### config.mk
export PLATFORM = sky130hd
export DESIGN_NAME = ldam_monitor
export DESIGN_NICKNAME = d
export VERILOG_FILES = /design/src/logic/ldam_pkg.sv /design/src/logic/ldam_sync.sv /design/src/logic/ldam_monitor.sv
export SDC_FILE = /design/constraint.sdc
export NUM_CORES = 1
export LEC_CHECK = 0
export CORE_UTILIZATION = 65
export CTS_CLUSTER_SIZE = 40
export DETAILED_ROUTE_END_ITERATION = 10
export DONT_BUFFER_PORTS = 1
export GPL_ROUTABILITY_DRIVEN = 0
export PLACE_DENSITY = 0.81
export SYNTH_ARGS = -nofsm -noshare
export SYNTH_HDL_FRONTEND = slang
export SYNTH_SLANG_ARGS = --single-unit
### constraint.sdc
create_clock -name clk -period 6.7 [get_ports clk]
set_clock_uncertainty 0.05 [all_clocks]
set_input_delay 0 -clock clk [delete_from_list [all_inputs] [get_ports clk]]
set_output_delay 0 -clock clk [all_outputs]
set_load 0.02 [all_outputs]
### src/logic/ldam_pkg.sv
// Constants of the line diagnostics and alarm monitor: register map, bit fields,
// thresholds and pattern figures.
// Assumes a single 10 MHz system clock; line clocks arrive as slow pins.
package ldam_pkg;
	// Register byte offsets on the Avalon-MM slave
	localparam logic [4:0] CTRL1_OFS = 5'h00;
	localparam logic [4:0] CTRL2_OFS = 5'h04;
	localparam logic [4:0] CTRL3_OFS = 5'h08;
	localparam logic [4:0] ICR_OFS   = 5'h0C;
	localparam logic [4:0] TSR_OFS   = 5'h10;
	localparam logic [4:0] PSR_OFS   = 5'h14;
	localparam logic [4:0] ESR_OFS   = 5'h18;
	localparam logic [4:0] CTRL4_OFS = 5'h1C;
	// Value of every register after reset
	localparam logic [7:0] REG_RESET = 8'h00;
	// Field positions in control_reg_one
	localparam int PROF_LSB = 0;
	localparam int SINGLE_RAIL_BIT = 4;
	localparam int CODER_ON_BIT = 5;
	// Field positions in control_reg_two
	localparam int REMOTE_LOOP_BIT = 0;
	localparam int LOCAL_LOOP_BIT = 1;
	localparam int NETWORK_LOOP_BIT = 2;
	localparam int ALL_ONES_BIT = 4;
	localparam int PAT_LO_BIT = 5;
	localparam int PAT_HI_BIT = 6;
	// Field position in control_reg_three
	localparam int SELF_TEST_BIT = 5;
	// Field positions in control_reg_four
	localparam int CODE_VIOLATION_ENABLE_EN_BIT = 0;
	localparam int ZERO_RUN_CHECK_ENABLE_EN_BIT = 1;
	localparam int LONG_ZERO_BIT = 2;
	localparam int MARK32_BIT = 3;
	// Shared positions in clear, transition and status registers
	localparam int LOS_BIT = 0;
	localparam int AIS_BIT = 1;
	localparam int PRBS_BIT = 3;
	localparam int DOPEN_BIT = 5;
	localparam int OVF_BIT = 6;
	localparam int UNF_BIT = 7;
	localparam int PASS_BIT = 6;
	localparam int ATTEN_LSB = 4;
	// Loss of signal entry thresholds, in zeros
	localparam logic [11:0] LOS_T1_ZEROS = 12'h0AF;
	localparam logic [11:0] LOS_E1_ZEROS = 12'h020;
	localparam logic [11:0] LOS_LONG_ZEROS = 12'h800;
	// Loss of signal exit figures
	localparam logic [7:0] T1_EXIT_ONES = 8'h10;
	localparam logic [11:0] T1_EXIT_RUN = 12'h064;
	localparam logic [7:0] E1_EXIT_ONES = 8'h04;
	localparam logic [11:0] E1_EXIT_RUN = 12'h010;
	localparam logic [5:0] E1_MARK_RUN = 6'h20;
	// Alarm pattern block and zero count
	localparam logic [10:0] AIS_BLOCK_END = 11'h7FF;
	localparam logic [1:0] AIS_ZEROS = 2'h3;
	// Pseudorandom detector window and error limit
	localparam logic [6:0] PRBS_WIN_END = 7'h7F;
	localparam logic [2:0] PRBS_ERR_LIMIT = 3'h4;
	// Longest zero run before a pseudorandom bit is jammed
	localparam logic [3:0] JAM_ZEROS = 4'hE;
	// Loop code lengths, last position holds the single one
	localparam logic [2:0] UP_CODE_LAST = 3'h4;
	localparam logic [2:0] DOWN_CODE_LAST = 3'h2;
	// Zero run that flags a substitution fault
	localparam logic [11:0] ZERO_RUN_CHECK_ENABLE_RUN = 12'h003;
	// Nonzero seed avoids the all-zero lock-up
	localparam logic [19:0] LFSR_SEED = 20'h00001;
	// Loss of signal state, Gray coded
	typedef enum logic {LDAM_IN_SIGNAL = 1'b0, LDAM_NO_SIGNAL = 1'b1} ldam_los_type;
endpackage

### src/logic/ldam_sync.sv
// Two-stage synchroniser with edge outputs for a group of pin inputs.
// Assumes each pin changes no faster than a few system clocks.
module ldam_sync
	import ldam_pkg::*;
#(
	parameter int WIDTH = 1
) (
	input  wire logic             clk,
	input  wire logic             reset,
	input  wire logic [WIDTH-1:0] pin_in,
	output logic      [WIDTH-1:0] level_out,
	output logic      [WIDTH-1:0] rise_out,
	output logic      [WIDTH-1:0] fall_out
);
	logic [WIDTH-1:0] meta_q;  // First stage, read only by the second
	logic [WIDTH-1:0] sync_q;  // Second stage, safe level
	logic [WIDTH-1:0] prev_q;  // Level one cycle older for edges

	// Synchroniser chain and history
	always_ff @(posedge clk) begin
		if (reset) begin
			meta_q <= '0;
			sync_q <= '0;
			prev_q <= '0;
		end else begin
			meta_q <= pin_in;
			sync_q <= meta_q;
			prev_q <= sync_q;
		end
	end

	assign level_out = sync_q;
	assign rise_out  = sync_q & ~prev_q;
	assign fall_out  = ~sync_q & prev_q;
endmodule

### src/logic/ldam_monitor.sv
// Line diagnostics and alarm monitor: loop code and pseudorandom generation,
// error and violation insertion, receive violation, loss and alarm detection.
// Assumes line pins toggle well below clk/4.
// How it works
// - Loop codes are 00001 up, 001 down
// - Select bits choose up code, down code or pseudorandom
// - Injector rising edge inverts one pattern bit
// - Jammed pseudorandom bit defers error one bit
// - Violation request sampled on transmit falling edge
// - Violations allowed single-rail, or internal patterns
// - No violation in remote or network loops; all-ones keeps line clean
// - Patterns follow normal data path and loops
// - Polarity violations flagged unless coder is on in dual-rail
// - Same-polarity violation pair flagged in E1 coding
// - Four-zero run flagged in E1 coding
// - Zero counter raises loss, selects master clock
// - Loss threshold 175, 32, or 2048 zeros
// - T1 exit: 16 ones in 128, run below 100
// - E1 exit: 4 ones in 32, or 32 marks
// - Alarm pattern: under three zeros in 2048 bits
// - Alarm status change sets change bit, alerts
// - Driver open status and change, clear writes one
// - Near slip steps clock phase one eighth
// - Slip flags stick until status register read
// - Upper nibble reports attenuation steps
// - Self test loops pattern, lock sets pass
// - Clear bit written one clears and masks; slip bits only mask
//
// The register addresses and the Avalon-MM slave port are this design's own decisions.
module ldam_monitor
	import ldam_pkg::*;
(
	input  wire logic        clk,
	input  wire logic        reset,
	input  wire logic [4:0]  avs_address,
	input  wire logic        avs_read,
	input  wire logic        avs_write,
	input  wire logic [31:0] avs_writedata,
	output logic      [31:0] avs_readdata,
	output logic             avs_waitrequest,
	input  wire logic        tx_clock,
	input  wire logic        tx_data_in,
	input  wire logic        logic_err_inject_in,
	input  wire logic        polarity_violation_inject_in,
	input  wire logic        rx_recovered_clock,
	input  wire logic        rx_positive_rail,
	input  wire logic        rx_negative_rail,
	input  wire logic        driver_open_in,
	input  wire logic        es_overflow_in,
	input  wire logic        es_underflow_in,
	input  wire logic        es_near_slip_in,
	input  wire logic [3:0]  attenuation_in,
	output logic             tx_line_pos,
	output logic             tx_line_neg,
	output logic             rx_loop_pos,
	output logic             rx_loop_neg,
	output logic             violation_flag_out,
	output logic             rx_clock_from_master,
	output logic             es_phase_step,
	output logic             host_alert_n
);
	// Synchronised pins
	logic [14:0] pin_lvl, pin_rise, pin_fall;
	logic        tx_rise, tx_fall, rx_rise;
	// Register file
	logic [7:0]  ctrl1_q, ctrl2_q, ctrl3_q, ctrl4_q, icr_q, tsr_q;
	logic [7:0]  perf_status_reg, equalizer_status_reg, rd_mux;
	logic        ack_q;
	logic        take_wr, take_rd;
	// Decoded controls
	logic        e1, e1_coder, pat_lo, pat_hi, self_test, internal, prbs_mode;
	logic        remote_any;
	// Transmit state
	logic [1:0]  inj_prev_q;
	logic        ler_pend_q, bpv_pend_q;
	logic [19:0] lfsr_q;
	logic [2:0]  code_pos_q;
	logic [3:0]  tx_zrun_q;
	logic        tx_pol_q, line_pol_q, loop_valid_q;
	logic        fb, raw_bit, jam, err_apply, tx_bit, bpv_ok, bpv_apply;
	// Receive state
	logic        rx_edge, rp, rn, mark, viol, code_violation_enable, zero_run_check_enable, report;
	logic        rx_pol_q, rx_seen_q, vpol_q, vseen_q;
	logic [11:0] rx_zrun_q, los_thr, zrun_next;
	logic [127:0] hist_q;
	logic [7:0]  ones128_q, ones32_q, ones128_d, ones32_d;
	logic [5:0]  mrun_q;
	logic        exit_ok;
	ldam_los_type los_q;
	logic [10:0] ais_cnt_q;
	logic [1:0]  ais_zeros_q;
	logic        ais_q;
	logic [19:0] det_q;
	logic [6:0]  pwin_q;
	logic [2:0]  perr_q;
	logic        prbs_sync_q, pred, perr_now;
	// Status history for change detection
	logic [3:0]  stat_prev_q;
	logic [3:0]  stat_now;

	// Line clocks, rails and pins come from other domains
	ldam_sync #(.WIDTH(15)) u_sync (
		.clk       (clk),
		.reset     (reset),
		.pin_in    ({attenuation_in, es_near_slip_in, es_underflow_in, es_overflow_in,
			driver_open_in, rx_negative_rail, rx_positive_rail, polarity_violation_inject_in,
			logic_err_inject_in, tx_data_in, rx_recovered_clock, tx_clock}),
		.level_out (pin_lvl),
		.rise_out  (pin_rise),
		.fall_out  (pin_fall)
	);
	assign tx_rise = pin_rise[0];
	assign tx_fall = pin_fall[0];
	assign rx_rise = pin_rise[1];

	// Mode decode
	assign e1 = (ctrl1_q[PROF_LSB+3:PROF_LSB+1] == 3'h4) || (ctrl1_q[PROF_LSB+3:PROF_LSB] == 4'hA);
	assign e1_coder = e1 && ctrl1_q[CODER_ON_BIT];
	assign pat_lo = ctrl2_q[PAT_LO_BIT];
	assign pat_hi = ctrl2_q[PAT_HI_BIT];
	assign self_test = ctrl3_q[SELF_TEST_BIT];
	assign prbs_mode = (pat_hi && !pat_lo) || self_test;
	assign internal = pat_lo || pat_hi || self_test;
	assign remote_any = ctrl2_q[REMOTE_LOOP_BIT] || ctrl2_q[NETWORK_LOOP_BIT];

	// Pattern generator next bit
	always_comb begin
		fb = e1 ? (lfsr_q[14] ^ lfsr_q[13]) : (lfsr_q[19] ^ lfsr_q[16]);
		if (prbs_mode) begin
			raw_bit = e1 ? ~fb : fb;
		end else if (pat_hi) begin
			raw_bit = (code_pos_q == DOWN_CODE_LAST);
		end else begin
			raw_bit = (code_pos_q == UP_CODE_LAST);
		end
		jam = prbs_mode && !e1 && !raw_bit && (tx_zrun_q >= JAM_ZEROS);
		err_apply = ler_pend_q && internal && !jam;
		tx_bit = internal ? ((raw_bit | jam) ^ err_apply) : pin_lvl[2];
		bpv_ok = (ctrl1_q[SINGLE_RAIL_BIT] || internal) && !remote_any;
		bpv_apply = bpv_pend_q && bpv_ok && tx_bit;
	end

	always_ff @(posedge clk) begin
		if (reset) begin
			inj_prev_q <= 2'h0;
			ler_pend_q <= 1'b0;
			bpv_pend_q <= 1'b0;
		end else begin
			if (tx_fall) begin
				inj_prev_q <= pin_lvl[4:3];
			end
			// Request pending until a usable pattern bit consumes it; without a pattern the next bit drops it
			if (tx_fall && pin_lvl[3] && !inj_prev_q[0]) begin
				ler_pend_q <= 1'b1;
			end else if (tx_rise && (err_apply || !internal)) begin
				ler_pend_q <= 1'b0;
			end
			// suppressed in remote and network loops, not held for later
			if (tx_fall && pin_lvl[4] && !inj_prev_q[1]) begin
				bpv_pend_q <= 1'b1;
			end else if (tx_rise && (bpv_apply || !bpv_ok)) begin
				bpv_pend_q <= 1'b0;
			end
		end
	end

	// code position and pattern per bit
	always_ff @(posedge clk) begin
		if (reset) begin
			lfsr_q <= LFSR_SEED;
			code_pos_q <= 3'h0;
			tx_zrun_q <= 4'h0;
		end else if (tx_rise) begin
			lfsr_q <= {lfsr_q[18:0], fb};
			if ((pat_hi && code_pos_q >= DOWN_CODE_LAST) || code_pos_q >= UP_CODE_LAST) begin
				code_pos_q <= 3'h0;
			end else begin
				code_pos_q <= code_pos_q + 3'h1;
			end
			tx_zrun_q <= (raw_bit || jam) ? 4'h0 : tx_zrun_q + {3'h0, tx_zrun_q != 4'hF};
		end
	end

	// Coded transmit marks, loop copy and line drive
	always_ff @(posedge clk) begin
		if (reset) begin
			tx_pol_q <= 1'b0;
			line_pol_q <= 1'b0;
			rx_loop_pos <= 1'b0;
			rx_loop_neg <= 1'b0;
			tx_line_pos <= 1'b0;
			tx_line_neg <= 1'b0;
			loop_valid_q <= 1'b0;
		end else begin
			loop_valid_q <= tx_rise;
			if (tx_rise) begin
				// A violation repeats the last polarity
				if (tx_bit && !bpv_apply) begin
					tx_pol_q <= ~tx_pol_q;
				end
				// loop copy still carries the violation
				rx_loop_pos <= tx_bit && (bpv_apply ? tx_pol_q : !tx_pol_q);
				rx_loop_neg <= tx_bit && (bpv_apply ? !tx_pol_q : tx_pol_q);
			end
			if (remote_any) begin
				if (rx_rise) begin
					tx_line_pos <= pin_lvl[5];
					tx_line_neg <= pin_lvl[6];
				end
			end else if (tx_rise && ctrl2_q[ALL_ONES_BIT]) begin
				// clean alternating ones on the line
				line_pol_q <= ~line_pol_q;
				tx_line_pos <= !line_pol_q;
				tx_line_neg <= line_pol_q;
			end else if (tx_rise && !ctrl2_q[LOCAL_LOOP_BIT]) begin
				tx_line_pos <= tx_bit && (bpv_apply ? tx_pol_q : !tx_pol_q);
				tx_line_neg <= tx_bit && (bpv_apply ? !tx_pol_q : tx_pol_q);
			end else if (tx_rise) begin
				// Local loop alone leaves the line idle
				tx_line_pos <= 1'b0;
				tx_line_neg <= 1'b0;
			end
		end
	end

	// receive source: line, or loop in local loop or self test
	always_comb begin
		if (ctrl2_q[LOCAL_LOOP_BIT] || self_test) begin
			rx_edge = loop_valid_q;
			rp = rx_loop_pos;
			rn = rx_loop_neg;
		end else begin
			rx_edge = rx_rise;
			rp = pin_lvl[5];
			rn = pin_lvl[6];
		end
		mark = rp || rn;
		viol = mark && rx_seen_q && (rp == rx_pol_q);
		code_violation_enable = viol && vseen_q && (rp == vpol_q);
		zero_run_check_enable = !mark && (rx_zrun_q == ZERO_RUN_CHECK_ENABLE_RUN);
		// any enabled detector drives the shared flag
		report = (viol && (!ctrl1_q[CODER_ON_BIT] || ctrl1_q[SINGLE_RAIL_BIT]))
			|| (code_violation_enable && e1_coder && ctrl4_q[CODE_VIOLATION_ENABLE_EN_BIT])
			|| (zero_run_check_enable && e1_coder && ctrl4_q[ZERO_RUN_CHECK_ENABLE_EN_BIT]);
		zrun_next = mark ? 12'h000 : rx_zrun_q + {11'h000, rx_zrun_q != 12'hFFF};
		ones128_d = ones128_q + {7'h00, mark} - {7'h00, hist_q[127]};
		ones32_d = ones32_q + {7'h00, mark} - {7'h00, hist_q[31]};
		los_thr = ctrl4_q[LONG_ZERO_BIT] ? LOS_LONG_ZEROS : (e1 ? LOS_E1_ZEROS : LOS_T1_ZEROS);
		// T1 density, E1 density or mark run exit
		if (!e1) begin
			exit_ok = (ones128_d >= T1_EXIT_ONES) && (zrun_next < T1_EXIT_RUN);
		end else if (ctrl4_q[MARK32_BIT]) begin
			exit_ok = mark && (mrun_q + 6'h01 >= E1_MARK_RUN);
		end else begin
			exit_ok = (ones32_d >= E1_EXIT_ONES) && (zrun_next < E1_EXIT_RUN);
		end
		pred = e1 ? ~(det_q[14] ^ det_q[13]) : (det_q[19] ^ det_q[16]);
		perr_now = (pred != mark);
	end

	always_ff @(posedge clk) begin
		if (reset) begin
			rx_pol_q <= 1'b0;
			rx_seen_q <= 1'b0;
			vpol_q <= 1'b0;
			vseen_q <= 1'b0;
			violation_flag_out <= 1'b0;
		end else if (rx_edge) begin
			if (mark) begin
				rx_pol_q <= rp;
				rx_seen_q <= 1'b1;
			end
			if (viol) begin
				vpol_q <= rp;
				vseen_q <= 1'b1;
			end
			violation_flag_out <= report;
		end
	end

	// zero counter and loss state machine
	// the same run feeds the four-zero check
	always_ff @(posedge clk) begin
		if (reset) begin
			rx_zrun_q <= 12'h000;
			hist_q <= '0;
			ones128_q <= 8'h00;
			ones32_q <= 8'h00;
			mrun_q <= 6'h00;
			los_q <= LDAM_IN_SIGNAL;
		end else if (rx_edge) begin
			rx_zrun_q <= zrun_next;
			hist_q <= {hist_q[126:0], mark};
			ones128_q <= ones128_d;
			ones32_q <= ones32_d;
			mrun_q <= !mark ? 6'h00 : mrun_q + {5'h00, mrun_q != 6'h3F};
			case (los_q)
				LDAM_IN_SIGNAL: begin
					if (zrun_next >= los_thr) begin
						los_q <= LDAM_NO_SIGNAL;
					end
				end
				LDAM_NO_SIGNAL: begin
					if (exit_ok) begin
						los_q <= LDAM_IN_SIGNAL;
					end
				end
				default: los_q <= LDAM_IN_SIGNAL;
			endcase
		end
	end
	// External clock mux makes the swap glitch free
	assign rx_clock_from_master = (los_q == LDAM_NO_SIGNAL);

	always_ff @(posedge clk) begin
		if (reset) begin
			ais_cnt_q <= 11'h000;
			ais_zeros_q <= 2'h0;
			ais_q <= 1'b0;
		end else if (rx_edge) begin
			ais_cnt_q <= ais_cnt_q + 11'h001;
			if (ais_cnt_q == AIS_BLOCK_END) begin
				ais_q <= (ais_zeros_q + {1'b0, !mark} < AIS_ZEROS) && !(ais_zeros_q == 2'h3);
				ais_zeros_q <= 2'h0;
			end else if (!mark && ais_zeros_q != 2'h3) begin
				ais_zeros_q <= ais_zeros_q + 2'h1;
			end
		end
	end

	always_ff @(posedge clk) begin
		if (reset) begin
			det_q <= 20'h00000;
			pwin_q <= 7'h00;
			perr_q <= 3'h0;
			prbs_sync_q <= 1'b0;
		end else if (!prbs_mode) begin
			prbs_sync_q <= 1'b0;
		end else if (rx_edge) begin
			det_q <= {det_q[18:0], mark};
			pwin_q <= pwin_q + 7'h01;
			if (pwin_q == PRBS_WIN_END) begin
				prbs_sync_q <= ({1'b0, perr_q} + {3'h0, perr_now}) < {1'b0, PRBS_ERR_LIMIT};
				perr_q <= 3'h0;
			end else if (perr_now && perr_q != 3'h7) begin
				perr_q <= perr_q + 3'h1;
			end
		end
	end

	// phase step request on approach to slip
	assign es_phase_step = pin_rise[10];

	// Status bits seen by software
	assign stat_now = {pin_lvl[7], prbs_sync_q, ais_q, (los_q == LDAM_NO_SIGNAL)};
	assign perf_status_reg = {1'b0, self_test && prbs_sync_q, stat_now[3], 1'b0, stat_now[2], 1'b0,
		stat_now[1], stat_now[0]};
	assign equalizer_status_reg = {pin_lvl[14:11], 4'h0};

	// Bus handshake: one wait cycle
	assign avs_waitrequest = (avs_read || avs_write) && !ack_q;
	assign take_wr = avs_write && ack_q;
	assign take_rd = avs_read && ack_q;
	always_comb begin
		case (avs_address)
			CTRL1_OFS: rd_mux = ctrl1_q;
			CTRL2_OFS: rd_mux = ctrl2_q;
			CTRL3_OFS: rd_mux = ctrl3_q;
			ICR_OFS:   rd_mux = icr_q;
			TSR_OFS:   rd_mux = tsr_q;
			PSR_OFS:   rd_mux = perf_status_reg;
			ESR_OFS:   rd_mux = equalizer_status_reg;
			CTRL4_OFS: rd_mux = ctrl4_q;
			default:   rd_mux = 8'h00;
		endcase
	end

	// Acknowledge and read data
	always_ff @(posedge clk) begin
		if (reset) begin
			ack_q <= 1'b0;
			avs_readdata <= 32'h00000000;
		end else begin
			ack_q <= (avs_read || avs_write) && !ack_q;
			if (avs_read && !ack_q) begin
				avs_readdata <= {24'h000000, rd_mux};
			end
		end
	end

	// Writable registers
	always_ff @(posedge clk) begin
		if (reset) begin
			ctrl1_q <= REG_RESET;
			ctrl2_q <= REG_RESET;
			ctrl3_q <= REG_RESET;
			ctrl4_q <= REG_RESET;
			icr_q <= REG_RESET;
		end else if (take_wr) begin
			case (avs_address)
				CTRL1_OFS: ctrl1_q <= avs_writedata[7:0];
				CTRL2_OFS: ctrl2_q <= avs_writedata[7:0];
				CTRL3_OFS: ctrl3_q <= avs_writedata[7:0];
				ICR_OFS:   icr_q <= avs_writedata[7:0];
				CTRL4_OFS: ctrl4_q <= avs_writedata[7:0];
				default:   ;
			endcase
		end
	end

	// Transition bits: new event beats a same-cycle clear
	always_ff @(posedge clk) begin
		if (reset) begin
			stat_prev_q <= 4'h0;
			tsr_q <= REG_RESET;
			host_alert_n <= 1'b1;
		end else begin
			stat_prev_q <= stat_now;
			// change bits; clear by writing one
			for (int i = 0; i < 8; i++) begin
				if (take_wr && avs_address == ICR_OFS && avs_writedata[i] && i < OVF_BIT) begin
					tsr_q[i] <= 1'b0;
				end
			end
			// slip flags clear when the register is read
			if (take_rd && avs_address == TSR_OFS) begin
				tsr_q[OVF_BIT] <= 1'b0;
				tsr_q[UNF_BIT] <= 1'b0;
			end
			if (stat_now[0] != stat_prev_q[0]) tsr_q[LOS_BIT] <= 1'b1;
			if (stat_now[1] != stat_prev_q[1]) tsr_q[AIS_BIT] <= 1'b1;
			if (stat_now[2] != stat_prev_q[2]) tsr_q[PRBS_BIT] <= 1'b1;
			if (stat_now[3] != stat_prev_q[3]) tsr_q[DOPEN_BIT] <= 1'b1;
			if (pin_rise[8]) tsr_q[OVF_BIT] <= 1'b1;
			if (pin_rise[9]) tsr_q[UNF_BIT] <= 1'b1;
			// a one left in a clear bit masks its alert
			host_alert_n <= !(|(tsr_q & ~icr_q));
		end
	end
endmodule

==> out/results.ini <==
[run_status]
status = finished, violations left
violations = negative hold slack

[yosys]
ys.flop_type = dfxtp_1
synthCells = 1754
ys_seq_area_share_pct = 48.13
yosys_warnings = 0
synth_top_area_share_pct = 48.13
syn_area_mm2 = 0.01439
synth_area_leaders = dfxtp_1, nand2_1, a21oi_1
synth_edf_count = 0
yosys-top-cells-count = nand2_1, dfxtp_1, a21oi_1
synth_area_per_cell_um2 = 8.204
synth-async-reset-ratio_pct = 0
synth.distinct_cells = 69
synth_top_area_cell = dfxtp_1
yosysMostFrequentCell = nand2_1
synth_seq_cells = 346

[pwr]
switchingPower_uw = 957.5
pwr-share-seq_pct = 48.1
switching_share_pct = 21.92
power_frac_clock_pct = 46.8
leakage_uw = 0.005747
power.internal_uw = 3411
power_frac_comb_pct = 5.1
p_per_area_mw_per_mm2 = 273.9
ir_drop_v = 0.0001978

[place]
place_hpwl_um = 16540
io_buffers = 0

[grt]
grt_start_max_net_pins = 335
gr-total-overflow = 0
grt_pass1_wl_um = 47870
grt_use_total_pct = 25.44
antenna_found_initial = 1
grt_pass1_vias = 10380

[cells_and_area]
syn2layout_area_growth_pct = 10.84
drive_gt1_share_pct = 4.778
utilization_pct = 73.31
layout.nets = 1826

[floorplan]
die_w_um = 150.8
die_h_um = 150.8
num_io_pins = 97
start_util_pct = 66.14
dieArea_mm2 = 0.02274
core.rowCount = 54
core_area_mm2 = 0.02176

[drt]
post_drt_wl_per_cell_um = 14.12
drc_errors = 0
vias_per_cell = 5.633
vias = 11490
first_pass_iters = 6
wirelength_um = 28790
antenna_left = 0
drt-initial-drc-count = 798

[sta]
final.setup.tns_ns = 0
maxSlewViolCount = 0
relSlewSlack_pct = 4.706
worst_pin_slew_ns = 1.429
hold_violations = 10
fmax_mhz = 228.9
period_minus_slack_ns = 4.369
fin_crit_sh_pct = 65.21
setup_violations = 0
rsz0062_at_grt = false
timing.hold.ws_ns = -0.05468

[clock_network]
cts_resized = 0
root_buffer = clkbuf_16
cts_tree = yes
h-tree-depth = 2
numCtsBuffers = 35
clock-sinks = 346
clock_latency_ns = 0.52
cts_buffer_depth = 3
clkTransAtPathRegs_ns = 0.06

[critical_path]
cp-start-kind = register
max_stage_delay_ns = 0.75
required_ns = 7.08
worstSetupPathType = reg -> reg
path_cells = nor2_1 -> o31ai_2 -> inv_4 -> ha_1 -> fa_1 -> a211oi_1 -> o21bai_1 -> a21oi_1 -> xnor2_1 -> nor4b_1 -> o221ai_1 -> a221oi_1
critical_path.slowest_cell = o31ai_2
crit_fanout = 24
critPathArrivalTime_ns = 4.75
cp-end-kind = register

[flow_run]
maxCapViolCount = 0

[worst_hold_path]
hp-class = in -> reg

stage by stage:
step | hold WS (ns) | cell area (um2) | cells | total power (uW) | setup WS [ns]
3_3_place_gp | 0.03669 | 14330 | 1937 | 2304 | 2.565
6_report | -0.05468 | 15950 | 2039 | 4369 | 2.331
4_1_cts | 0.004054 | 15950 | 2038 | 4404 | 2.387
2_1_floorplan | 0.07818 | 14480 | 1777 | 2319 | 2.925
5_1_grt | 0.02816 | 15950 | 2039 | 4508 | 1.959
3_5_place_dp | 0.03452 | 14330 | 1937 | 2308 | 2.436
critical path: cells and delay by family, from the launching register on:
| family | cells | cell delay [ns] |
|---|---|---|
| AOI/OAI and AO/OA | 6 | 1.92 |
| xor gates and xnor gates | 1 | 0.11 |
| adders and majority gates | 2 | 0.74 |
| buffers and inverters | 1 | 0.28 |
| DFF | 1 | 0.54 |
| and+or+nand+nor | 2 | 0.64 |
per-layer routing:
metal / part of all wire [%] / global-route usage [%]
met4: 2.8 / 10.05
met5: 0 / 0
met2: 47 / 40.48
met1: 44 / 34.11
met3: 5.9 / 4.819
what timing repair did:
| item | in CTS | in global routing |
|---|---|---|
| hold buffers | 38 | 0 |
| setup buffers | 0 | 0 |
| endpoints found under the hold margin | 345 | 0 |
| setup endpoints to repair | 0 | 0 |
cells by family after synthesis:
logic type / count (synthesis) / share of synthesized area (%)
buffers and inverters: 162 / 4.939
other: 1 / 0.02606
multiplexers: 51 / 3.756
adder cells (fa/ha/maj): 38 / 3.408
XOR/XNOR: 58 / 3.530
AND/OR/NAND/NOR: 746 / 22.33
flip-flops: 346 / 48.13
AO/OA/AOI/OAI: 352 / 13.88
placed cells by master, fill, tap and decap left out, types with 9 or more instances in the layout:
cell / count
a211oi_1: 15
a21oi_1: 240
buf_4: 9
clkbuf_16: 36
conb_1: 24
dfxtp_1: 346
dlygate4sd3_1: 37
ha_1: 36
inv_1: 31
mux2i_1: 44
nand2_1: 439
nand3_1: 23
nand4_1: 21
nor2_1: 139
nor2b_1: 50
nor3_1: 24
o21ai_0: 21
o21ai_1: 13
xnor2_1: 20
xor2_1: 38
sequential cells by signal (all words and copies together) (netlist names), 11 cells and up:
| register | cells |
|---|---|
| u_sync.meta_q | 15 |
| ais_cnt_q | 11 |
| u_sync.level_out | 15 |
| det_q | 20 |
| lfsr_q | 20 |
| hist_q | 128 |
| rx_zrun_q | 12 |
cell type report:
type                            count  area (um2)
Clock buffer                       46       968.4
Fill cell                        1592        5806
Tap cell                          280       350.3
Sequential cell                   346        6927
Timing Repair Buffer               47       465.4
Antenna cell                        1       2.502
Inverter                           33       126.4
Multi-Input combinational cell   1269        6855
Clock inverter                     17       255.2
worst paths after layout:
check	from	to	slack [ns]	cells past startpoint
setup reg to reg	ctrl3_q[5]	rx_clock_from_master	2.33	12
setup / recovery	ctrl3_q[5]	rx_clock_from_master	2.33	12
hold / removal	reset	u_sync.prev_q[1]	-0.05	2
hold reg to reg	u_sync.meta_q[12]	u_sync.level_out[12]	0.38	1
power groups by stage:
stage	logic, uW	registers (uW)	clock network (uW)
floorplan	176	2140	0
global placement	157	2150	0
detailed placement	160	2150	0
CTS	218	2100	2080
global route	245	2100	2160
finish	221	2100	2050
(Power assumes the default switching activity.)
